File: config.mk
export PLATFORM = sky130hd
export DESIGN_NAME = display_parallel_bus_driver
export DESIGN_NICKNAME = d
export VERILOG_FILES = /design/src/core/panel_bus_pkg.sv /design/src/core/display_parallel_bus_driver.sv /design/src/core/phase_timer.sv
export SDC_FILE = /design/constraint.sdc
export NUM_CORES = 1
export LEC_CHECK = 0
export BUFFER_PORTS_ARGS = -buffer_cell sky130_fd_sc_hd__buf_2
export CORE_MARGIN = 8
export CORE_UTILIZATION = 37
export CTS_CLUSTER_DIAMETER = 200
export CTS_CLUSTER_SIZE = 8
export DETAILED_ROUTE_END_ITERATION = 16
export HOLD_SLACK_MARGIN = 0.12
export PLACE_DENSITY_LB_ADDON = 0.08
export SLEW_MARGIN = 40
export SYNTH_ARGS = -nofsm -noshare
export SYNTH_HDL_FRONTEND = slang
export SYNTH_SLANG_ARGS = --single-unit
File: constraint.sdc
create_clock -name core_clk -period 2.3 [get_ports core_clk]
set_input_delay 0.345 -clock core_clk [delete_from_list [all_inputs] [get_ports core_clk]]
set_output_delay 0.345 -clock core_clk [all_outputs]
set_load 0.02 [all_outputs]
File: src/core/panel_bus_pkg.sv
// constants and types for the panel parallel bus driver
package panel_bus_pkg;
    localparam int DATA_WIDTH = 8;
    localparam int CLK_PERIOD_NS = 8;
    // reset pulse low time and recovery time before first access
    localparam int RESET_LOW_NS = 10000;
    localparam int RESET_RECOVER_NS = 20000;
    localparam int RESET_LOW_CYCLES = (RESET_LOW_NS + CLK_PERIOD_NS - 1) / CLK_PERIOD_NS;
    localparam int RESET_RECOVER_CYCLES =
        (RESET_RECOVER_NS + CLK_PERIOD_NS - 1) / CLK_PERIOD_NS;
    // strobe phases of one transfer
    localparam int SETUP_NS = 16;
    localparam int STROBE_NS = 48;
    localparam int HOLD_NS = 16;
    localparam int SETUP_CYCLES = (SETUP_NS + CLK_PERIOD_NS - 1) / CLK_PERIOD_NS;
    localparam int STROBE_CYCLES = (STROBE_NS + CLK_PERIOD_NS - 1) / CLK_PERIOD_NS;
    localparam int HOLD_CYCLES = (HOLD_NS + CLK_PERIOD_NS - 1) / CLK_PERIOD_NS;
    localparam int COUNT_WIDTH = 16;
    localparam logic [COUNT_WIDTH-1:0] COUNT_ZERO = 16'h0000;
    localparam logic [COUNT_WIDTH-1:0] COUNT_ONE = 16'h0001;
    localparam logic [DATA_WIDTH-1:0] DATA_ZERO = 8'h00;
    // select line levels
    localparam logic SELECT_INDEX = 1'b0;
    localparam logic SELECT_DATA = 1'b1;
    typedef enum logic [1:0] {
        OP_READ_STATUS,
        OP_WRITE_INDEX,
        OP_READ_MEMORY,
        OP_WRITE_DATA
    } op_type;
    typedef enum {
        ST_RESET_LOW,
        ST_RECOVER,
        ST_IDLE,
        ST_SETUP,
        ST_STROBE,
        ST_HOLD
    } state_type;
endpackage

File: src/core/display_parallel_bus_driver.sv
// 80-series parallel bus master toward a display panel controller
`timescale 1ns/1ps
// Overview of operation
// - data moves over an 8-bit parallel bus in 80-series CPU style.
// - the read strobe is low during every read transfer and high otherwise.
// - the write strobe is low during every write transfer and high otherwise.
// - select low addresses index or status, high addresses memory or register data.
// - chip select is low during a panel access and high otherwise.
// - the panel reset output pulses low, then high, before any bus access.
// - the pin pattern encodes status read, index write, memory read, data write, or none.
// - the data bus is driven during writes and released during reads.
module display_parallel_bus_driver
    import panel_bus_pkg::*;
(
    input wire logic core_clk,
    input wire logic reset_n,
    input wire logic clkEnable,
    input wire logic reqValid,
    input wire op_type reqOp,
    input wire logic [DATA_WIDTH-1:0] reqData,
    output logic reqReady,
    output logic respValid,
    output logic [DATA_WIDTH-1:0] respData,
    output logic panelReady,
    output logic panel_reset_n,
    output logic panelChipSelect_n,
    output logic panel_reg_or_data_select,
    output logic panelRead_n,
    output logic panelWrite_n,
    input wire logic [DATA_WIDTH-1:0] panelDataIn,
    output logic [DATA_WIDTH-1:0] panelDataOut,
    output logic panelDataOe_n
);
    state_type state_q;
    logic isRead_q;
    logic timerLoad;
    logic [COUNT_WIDTH-1:0] timerValue;
    logic timerDone;
    logic accept;
    logic reqIsRead;
    logic resetArmed_q;
    logic [COUNT_WIDTH-1:0] strobeLen_q;
    logic [COUNT_WIDTH-1:0] resetLen_q;

    assign reqIsRead = (reqOp == OP_READ_STATUS) || (reqOp == OP_READ_MEMORY);
    assign accept = (state_q == ST_IDLE) && reqValid;

    // timer reload at every phase entry
    always_comb begin
        timerLoad = 1'b0;
        timerValue = COUNT_ZERO;
        unique case (state_q)
            ST_RESET_LOW: begin
                // first enabled cycle loads the low pulse, its end loads recovery
                timerLoad = timerDone || !resetArmed_q;
                timerValue = resetArmed_q ? COUNT_WIDTH'(RESET_RECOVER_CYCLES)
                    : COUNT_WIDTH'(RESET_LOW_CYCLES);
            end
            ST_RECOVER: begin
            end
            ST_IDLE: begin
                timerLoad = accept;
                timerValue = COUNT_WIDTH'(SETUP_CYCLES);
            end
            ST_SETUP: begin
                timerLoad = timerDone;
                timerValue = COUNT_WIDTH'(STROBE_CYCLES);
            end
            ST_STROBE: begin
                timerLoad = timerDone;
                timerValue = COUNT_WIDTH'(HOLD_CYCLES);
            end
            ST_HOLD: begin
            end
        endcase
    end

    phase_timer timer (
        .core_clk(core_clk),
        .reset_n(reset_n),
        .clkEnable(clkEnable),
        .load(timerLoad),
        .loadValue(timerValue),
        .done(timerDone)
    );

    // sequencer: reset pulse, recovery, then setup/strobe/hold per transfer
    always_ff @(posedge core_clk or negedge reset_n) begin
        if (!reset_n) begin
            state_q <= ST_RESET_LOW;
        end else if (clkEnable) begin
            unique case (state_q)
                ST_RESET_LOW: if (timerDone && resetArmed_q) state_q <= ST_RECOVER;
                ST_RECOVER: if (timerDone) state_q <= ST_IDLE;
                ST_IDLE: if (accept) state_q <= ST_SETUP;
                ST_SETUP: if (timerDone) state_q <= ST_STROBE;
                ST_STROBE: if (timerDone) state_q <= ST_HOLD;
                ST_HOLD: if (timerDone) state_q <= ST_IDLE;
            endcase
        end
    end

    // marks the first enabled cycle after release, where the low pulse is loaded
    always_ff @(posedge core_clk or negedge reset_n) begin
        if (!reset_n) begin
            resetArmed_q <= 1'b0;
        end else if (clkEnable) begin
            resetArmed_q <= 1'b1;
        end
    end

    // panel reset output
    always_ff @(posedge core_clk or negedge reset_n) begin
        if (!reset_n) begin
            panel_reset_n <= 1'b0;
        end else if (clkEnable) begin
            panel_reset_n <= !(state_q == ST_RESET_LOW && !(timerDone && resetArmed_q));
        end
    end

    // address, direction and write data latched at acceptance
    always_ff @(posedge core_clk or negedge reset_n) begin
        if (!reset_n) begin
            isRead_q <= 1'b0;
            panel_reg_or_data_select <= SELECT_INDEX;
            panelDataOut <= DATA_ZERO;
            panelDataOe_n <= 1'b1;
        end else if (clkEnable) begin
            if (accept) begin
                isRead_q <= reqIsRead;
                // select moves only in idle, where both strobes are high
                panel_reg_or_data_select <= (reqOp == OP_READ_MEMORY
                    || reqOp == OP_WRITE_DATA) ? SELECT_DATA : SELECT_INDEX;
                panelDataOut <= reqData;
                panelDataOe_n <= reqIsRead;
            end else if (state_q == ST_HOLD && timerDone) begin
                panelDataOe_n <= 1'b1;
            end
        end
    end

    // chip select and strobes
    always_ff @(posedge core_clk or negedge reset_n) begin
        if (!reset_n) begin
            panelChipSelect_n <= 1'b1;
            panelRead_n <= 1'b1;
            panelWrite_n <= 1'b1;
        end else if (clkEnable) begin
            if (accept) begin
                panelChipSelect_n <= 1'b0;
            end else if (state_q == ST_HOLD && timerDone) begin
                panelChipSelect_n <= 1'b1;
            end
            if (state_q == ST_SETUP && timerDone) begin
                panelRead_n <= !isRead_q;
                panelWrite_n <= isRead_q;
            end else if (state_q == ST_STROBE && timerDone) begin
                panelRead_n <= 1'b1;
                panelWrite_n <= 1'b1;
            end
        end
    end

    // user handshake and read capture at the rising read strobe
    always_ff @(posedge core_clk or negedge reset_n) begin
        if (!reset_n) begin
            reqReady <= 1'b0;
            respValid <= 1'b0;
            respData <= DATA_ZERO;
            panelReady <= 1'b0;
        end else if (clkEnable) begin
            panelReady <= (state_q != ST_RESET_LOW) && (state_q != ST_RECOVER);
            reqReady <= (state_q == ST_HOLD && timerDone)
                || (state_q == ST_RECOVER && timerDone)
                || (state_q == ST_IDLE && !reqValid);
            respValid <= (state_q == ST_STROBE) && timerDone && isRead_q;
            if ((state_q == ST_STROBE) && timerDone && isRead_q) begin
                respData <= panelDataIn;
            end
        end
    end

    // helper: enabled cycles spent with a strobe low, for the strobe length check
    always_ff @(posedge core_clk or negedge reset_n) begin
        if (!reset_n) begin
            strobeLen_q <= COUNT_ZERO;
        end else if (clkEnable) begin
            if (panelRead_n && panelWrite_n) begin
                strobeLen_q <= COUNT_ZERO;
            end else begin
                strobeLen_q <= strobeLen_q + COUNT_ONE;
            end
        end
    end

    // helper: enabled cycles the panel reset output has been low since release
    always_ff @(posedge core_clk or negedge reset_n) begin
        if (!reset_n) begin
            resetLen_q <= COUNT_ZERO;
        end else if (clkEnable) begin
            if (!panel_reset_n) begin
                resetLen_q <= resetLen_q + COUNT_ONE;
            end
        end
    end

    a_strobes_exclusive: assert property (@(posedge core_clk) disable iff (!reset_n)
        !(!panelRead_n && !panelWrite_n)) else $error("both strobes low");
    a_strobe_needs_cs: assert property (@(posedge core_clk) disable iff (!reset_n)
        (!panelRead_n || !panelWrite_n) |-> !panelChipSelect_n)
        else $error("strobe without chip select");
    a_select_stable: assert property (@(posedge core_clk) disable iff (!reset_n)
        (!panelRead_n || !panelWrite_n) |=> $stable(panel_reg_or_data_select)
        || (panelRead_n && panelWrite_n)) else $error("select moved under strobe");
    a_read_released: assert property (@(posedge core_clk) disable iff (!reset_n)
        !panelRead_n |-> panelDataOe_n) else $error("bus driven during read");
    a_write_driven: assert property (@(posedge core_clk) disable iff (!reset_n)
        !panelWrite_n |-> !panelDataOe_n) else $error("bus released during write");
    a_no_access_reset: assert property (@(posedge core_clk) disable iff (!reset_n)
        !panel_reset_n |-> panelChipSelect_n) else $error("access during panel reset");
    a_read_strobe_len: assert property (@(posedge core_clk) disable iff (!reset_n)
        $fell(panelRead_n) && clkEnable |-> !panelRead_n[*2])
        else $error("read strobe too short");
    a_resp_after_read: assert property (@(posedge core_clk) disable iff (!reset_n)
        $rose(respValid) |-> $past(!panelRead_n)) else $error("response without read");
    a_strobe_length: assert property (@(posedge core_clk) disable iff (!reset_n)
        $rose(panelRead_n && panelWrite_n) |-> strobeLen_q == STROBE_CYCLES)
        else $error("strobe length wrong");
    a_reset_pulse_len: assert property (@(posedge core_clk) disable iff (!reset_n)
        $rose(panel_reset_n) |-> resetLen_q >= RESET_LOW_CYCLES)
        else $error("panel reset pulse too short");

    c_write_seen: cover property (@(posedge core_clk) disable iff (!reset_n) $fell(panelWrite_n));
    c_read_seen: cover property (@(posedge core_clk) disable iff (!reset_n) respValid);
    c_reset_done: cover property (@(posedge core_clk) disable iff (!reset_n) $rose(panelReady));
    c_index_write: cover property (@(posedge core_clk) disable iff (!reset_n)
        !panelWrite_n && !panel_reg_or_data_select);
    c_status_read: cover property (@(posedge core_clk) disable iff (!reset_n)
        !panelRead_n && !panel_reg_or_data_select);
endmodule // display_parallel_bus_driver

File: src/core/phase_timer.sv
// down counter that flags the last cycle of a timed phase
`timescale 1ns/1ps
module phase_timer
    import panel_bus_pkg::*;
(
    input wire logic core_clk,
    input wire logic reset_n,
    input wire logic clkEnable,
    input wire logic load,
    input wire logic [COUNT_WIDTH-1:0] loadValue,
    output logic done
);
    logic [COUNT_WIDTH-1:0] count_q;

    always_ff @(posedge core_clk or negedge reset_n) begin
        if (!reset_n) begin
            count_q <= COUNT_ZERO;
        end else if (clkEnable) begin
            if (load) begin
                count_q <= loadValue - COUNT_ONE;
            end else if (count_q != COUNT_ZERO) begin
                count_q <= count_q - COUNT_ONE;
            end
        end
    end

    // done ignores load, so a reload decided from done forms no loop
    assign done = (count_q == COUNT_ZERO);
endmodule // phase_timer

==> run metrics <==
status finished, violations left; failing checks setup timing; R2R depth 6; fin crit share 1.05; Clock Latency Late Sink around 0.3 ns; Synth Cell Area 2440 µm²; Max-Cap Viols 0; measured slew at the worst slew-check pin 0.541 ns; placed cell area about 3100 µm²; CP Capture Type flop; synthesis-stage register bit count 46; Primary FF master, synth dfrtp_1; Final nets 359; Tmin final 2.42 ns; root buffer cell clkbuf_8; Initial DRC Count 101; VDD IR-drop max roughly 0.00040 V; worst path cell trace or4_4, or4_4, o21ai_2, buf_6, buf_12, mux2_2; first-pass GRT wire length around 11000 µm; Switching Fraction 0.312; Worst slew margin 0.640; fmax 413 MHz; GR peak layer met2; Worst path max stage delay ~0.64 ns; Die Y a little under 100 µm; row cnt 29; Gate power share 0.304; # diodes 0; All-Layer GR Usage 0.141; initial antenna violation count 0; DRT Pass-1 Iters 4; DRC Markers 0; Clock transition at path regs 0.09 ns; Vias around 2200; required time worst endpoint 2.49 ns; layout cells sized above 1 0.445; hpwl dp 4630 µm; Post-Route Setup TNS -1.43 ns; Lkg Pwr 0.00162 µW; syn nets ~260; Die ar. 9460 µm²; filler cell count around 600; syn_area_per_cell 10.3 µm²; GP Congestion about 0.8; Post-synth ARST share 1.00; endpoints failing setup 22; IO Pins 47; Num CTS Buffers 5; DRT Wirelength about 6600 µm; RSZ-0062 raised after global routing yes; vias in the first global route 2188; largest net degree at the start of global routing 26; Clock power frac 0.240; Critical Path AT about 2.6 ns; vias per cell 5.33; Post-Synthesis Cells 238; critical path class reg -> reg; Flop pwr share 0.456; met1 Usage GRT 0.183; post-route setup slack -0.121 ns; Yosys warnings 0; P per Cell Area 621 nW/µm²; Post-synth EDFFs 0; GRT met3 Usage 0.0434; clock sink total 46; CP max-delay cell or4_4; Max Clock Skew 0.00834 ns; Max Root-Sink Buffers 2; Critical Path Fanout Max 6; Initial Utilization 0.383; CTS tree yes; hold path cells 2; P_int 1430 µW; CP Launch Type flop; fin area 3350 µm²; H-tree depth 2; DIE WIDTH 97.3 µm; Floorplan Core Area 6390 µm²; Net Switching between 600 and 700 µW; Port Buffers 46; Max Transition Viols Final 0; Most Frequent Cell on Critical Path or4_4; WL/cell 16.1 µm; met2 usage 0.219; Distinct cells, synth 54; antenna viol nets, final 0; Min-Delay Path Class in -> reg; sequential element share of the synthesized area 0.473; Hold Vio Cnt, Final 0; Area Overhead vs Synth 37.1%; GRT overflow 0; Hold WS approximately 0.23 ns
==> synth_stat cells, types with 5 or more instances <==
library cell / count / area [µm²]
dfrtp_1: 42 / 1050
nand2_1: 18 / 67.6
nor2_1: 18 / 67.6
a21oi_1: 16 / 80.1
mux2_2: 13 / 146
o21ai_0: 12 / 60.1
inv_1: 10 / 37.5
clkbuf_1: 8 / 30.0
nor3_1: 7 / 35.0
nand3_1: 6 / 30.0
nor4_1: 6 / 37.5
mux2_4: 5 / 75.1
==> worst max-delay path, delay by kind of cell (launching register included) <==
family	cells	cell delay, ns
flip-flops	1	0.39
AND/OR/NAND/NOR	2	1.19
multiplexers	1	0.33
buffers and inverters	2	0.23
AO/OA/AOI/OAI	1	0.16
==> cell usage in the layout, fill, tap and decap left out, types with 3 or more instances in the layout <==
cell type	synthesis	routed
buf_2	3	46
buf_4	0	43
dfrtp_1	42	42
nor2_1	18	17
nand2_1	18	17
a21oi_1	16	14
mux2_2	13	13
inv_1	10	10
o21ai_0	12	10
nor3_1	7	7
or4_4	3	6
nor4_1	6	6
nand3_1	6	6
mux2_4	5	5
clkbuf_8	0	5
o31ai_1	4	4
or3_1	4	4
nand4b_1	4	4
dfstp_2	4	4
buf_12	0	4
buf_6	1	4
nor2b_1	4	3
a211o_1	3	3
ha_1	3	3
==> worst paths after layout <==
| check | end | startpoint | slack [ns] |
|---|---|---|---|
| setup / recovery | timer.count_q[1]$_DFFE_PN0P_ | timer.count_q[13]$_DFFE_PN0P_ | -0.12 |
| hold / removal | panelDataOe_n$_DFFE_PN1P_ | reqOp[0] | 0.23 |
| setup reg to reg | timer.count_q[1]$_DFFE_PN0P_ | timer.count_q[13]$_DFFE_PN0P_ | -0.12 |
| hold reg to reg | panelChipSelect_n$_DFFE_PN1P_ | panelChipSelect_n$_DFFE_PN1P_ | 0.46 |
| max in group asynchronous | panelDataOe_n$_DFFE_PN1P_ | reset_n | 1.15 |
| min in group asynchronous | timer.count_q[13]$_DFFE_PN0P_ | reset_n | 0.56 |
==> metrics by stage <==
stage | std cells | util | total power [µW] | setup slack (ns)
6_report | 412 | 0.524 | 2080 | -0.121
5_1_grt | 412 | 0.524 | 2220 | -0.179
4_1_cts | 410 | 0.514 | 2100 | -0.120
3_5_place_dp | 393 | 0.481 | 1550 | -0.146
3_3_place_gp | 393 | 0.481 | 1560 | -0.149
2_1_floorplan | 238 | - | 1260 | -0.0812
==> power groups by stage <==
| stage | Combinational, µW | Sequential [µW] | Clock [µW] |
|---|---|---|---|
| after global placement | 598 | 961 | 0 |
| after detailed placement | 590 | 964 | 0 |
| final | 633 | 949 | 500 |
| after global routing | 704 | 956 | 557 |
| after CTS | 631 | 949 | 522 |
| after floorplan | 253 | 1000 | 0 |
==> layout make-up <==
class | count | area, µm² | area share
Clock buffer | 6 | 72.6 | 0.0217
Clock inverter | 2 | 13.8 | 0.00411
Inverter | 11 | 41.3 | 0.0123
Multi-Input combinational cell | 171 | 1270 | 0.378
Sequential cell | 46 | 1160 | 0.345
Tap cell | 77 | 96.3 | 0.0288
Timing Repair Buffer | 99 | 703 | 0.210
==> state kept, by name, summed over array words and instances (netlist names) <==
register	flops
isRead_q	1
panelChipSelect_n	1
panelDataOe_n	1
panelDataOut	8
panelRead_n	1
panelReady	1
panelWrite_n	1
panel_reg_or_data_select	1
panel_reset_n	1
reqReady	1
resetArmed_q	1
respData	8
respValid	1
state_q	3
timer.count_q	16
==> layer usage <==
layer	routed length [µm]	vias up
li1	-	1078
met1	3120	1041
met2	3000	69
met3	422	8
met4	87	0
met5	0	-
==> repair_timing <==
action                     4_1_cts  5_1_grt
hold buffers                     1        0
setup endpoints to repair       23       25
hold endpoints to repair        20        0
gates cloned                     2        0
pin swaps                        4        1
resized for setup               10       10
setup buffers                    6        2
==> kinds of logic (layout without fill, tap and decap cells) <==
family | Yosys count | in the layout | synth area share
simple gates | 84 | 86 | 0.200
compound gates | 60 | 60 | 0.166
flops | 46 | 46 | 0.473
buf+inv | 23 | 118 | 0.0399
mux | 20 | 20 | 0.0988
fa+ha+maj | 3 | 3 | 0.0154
xor+xnor | 2 | 2 | 0.00717
(Power assumes the default switching activity.)
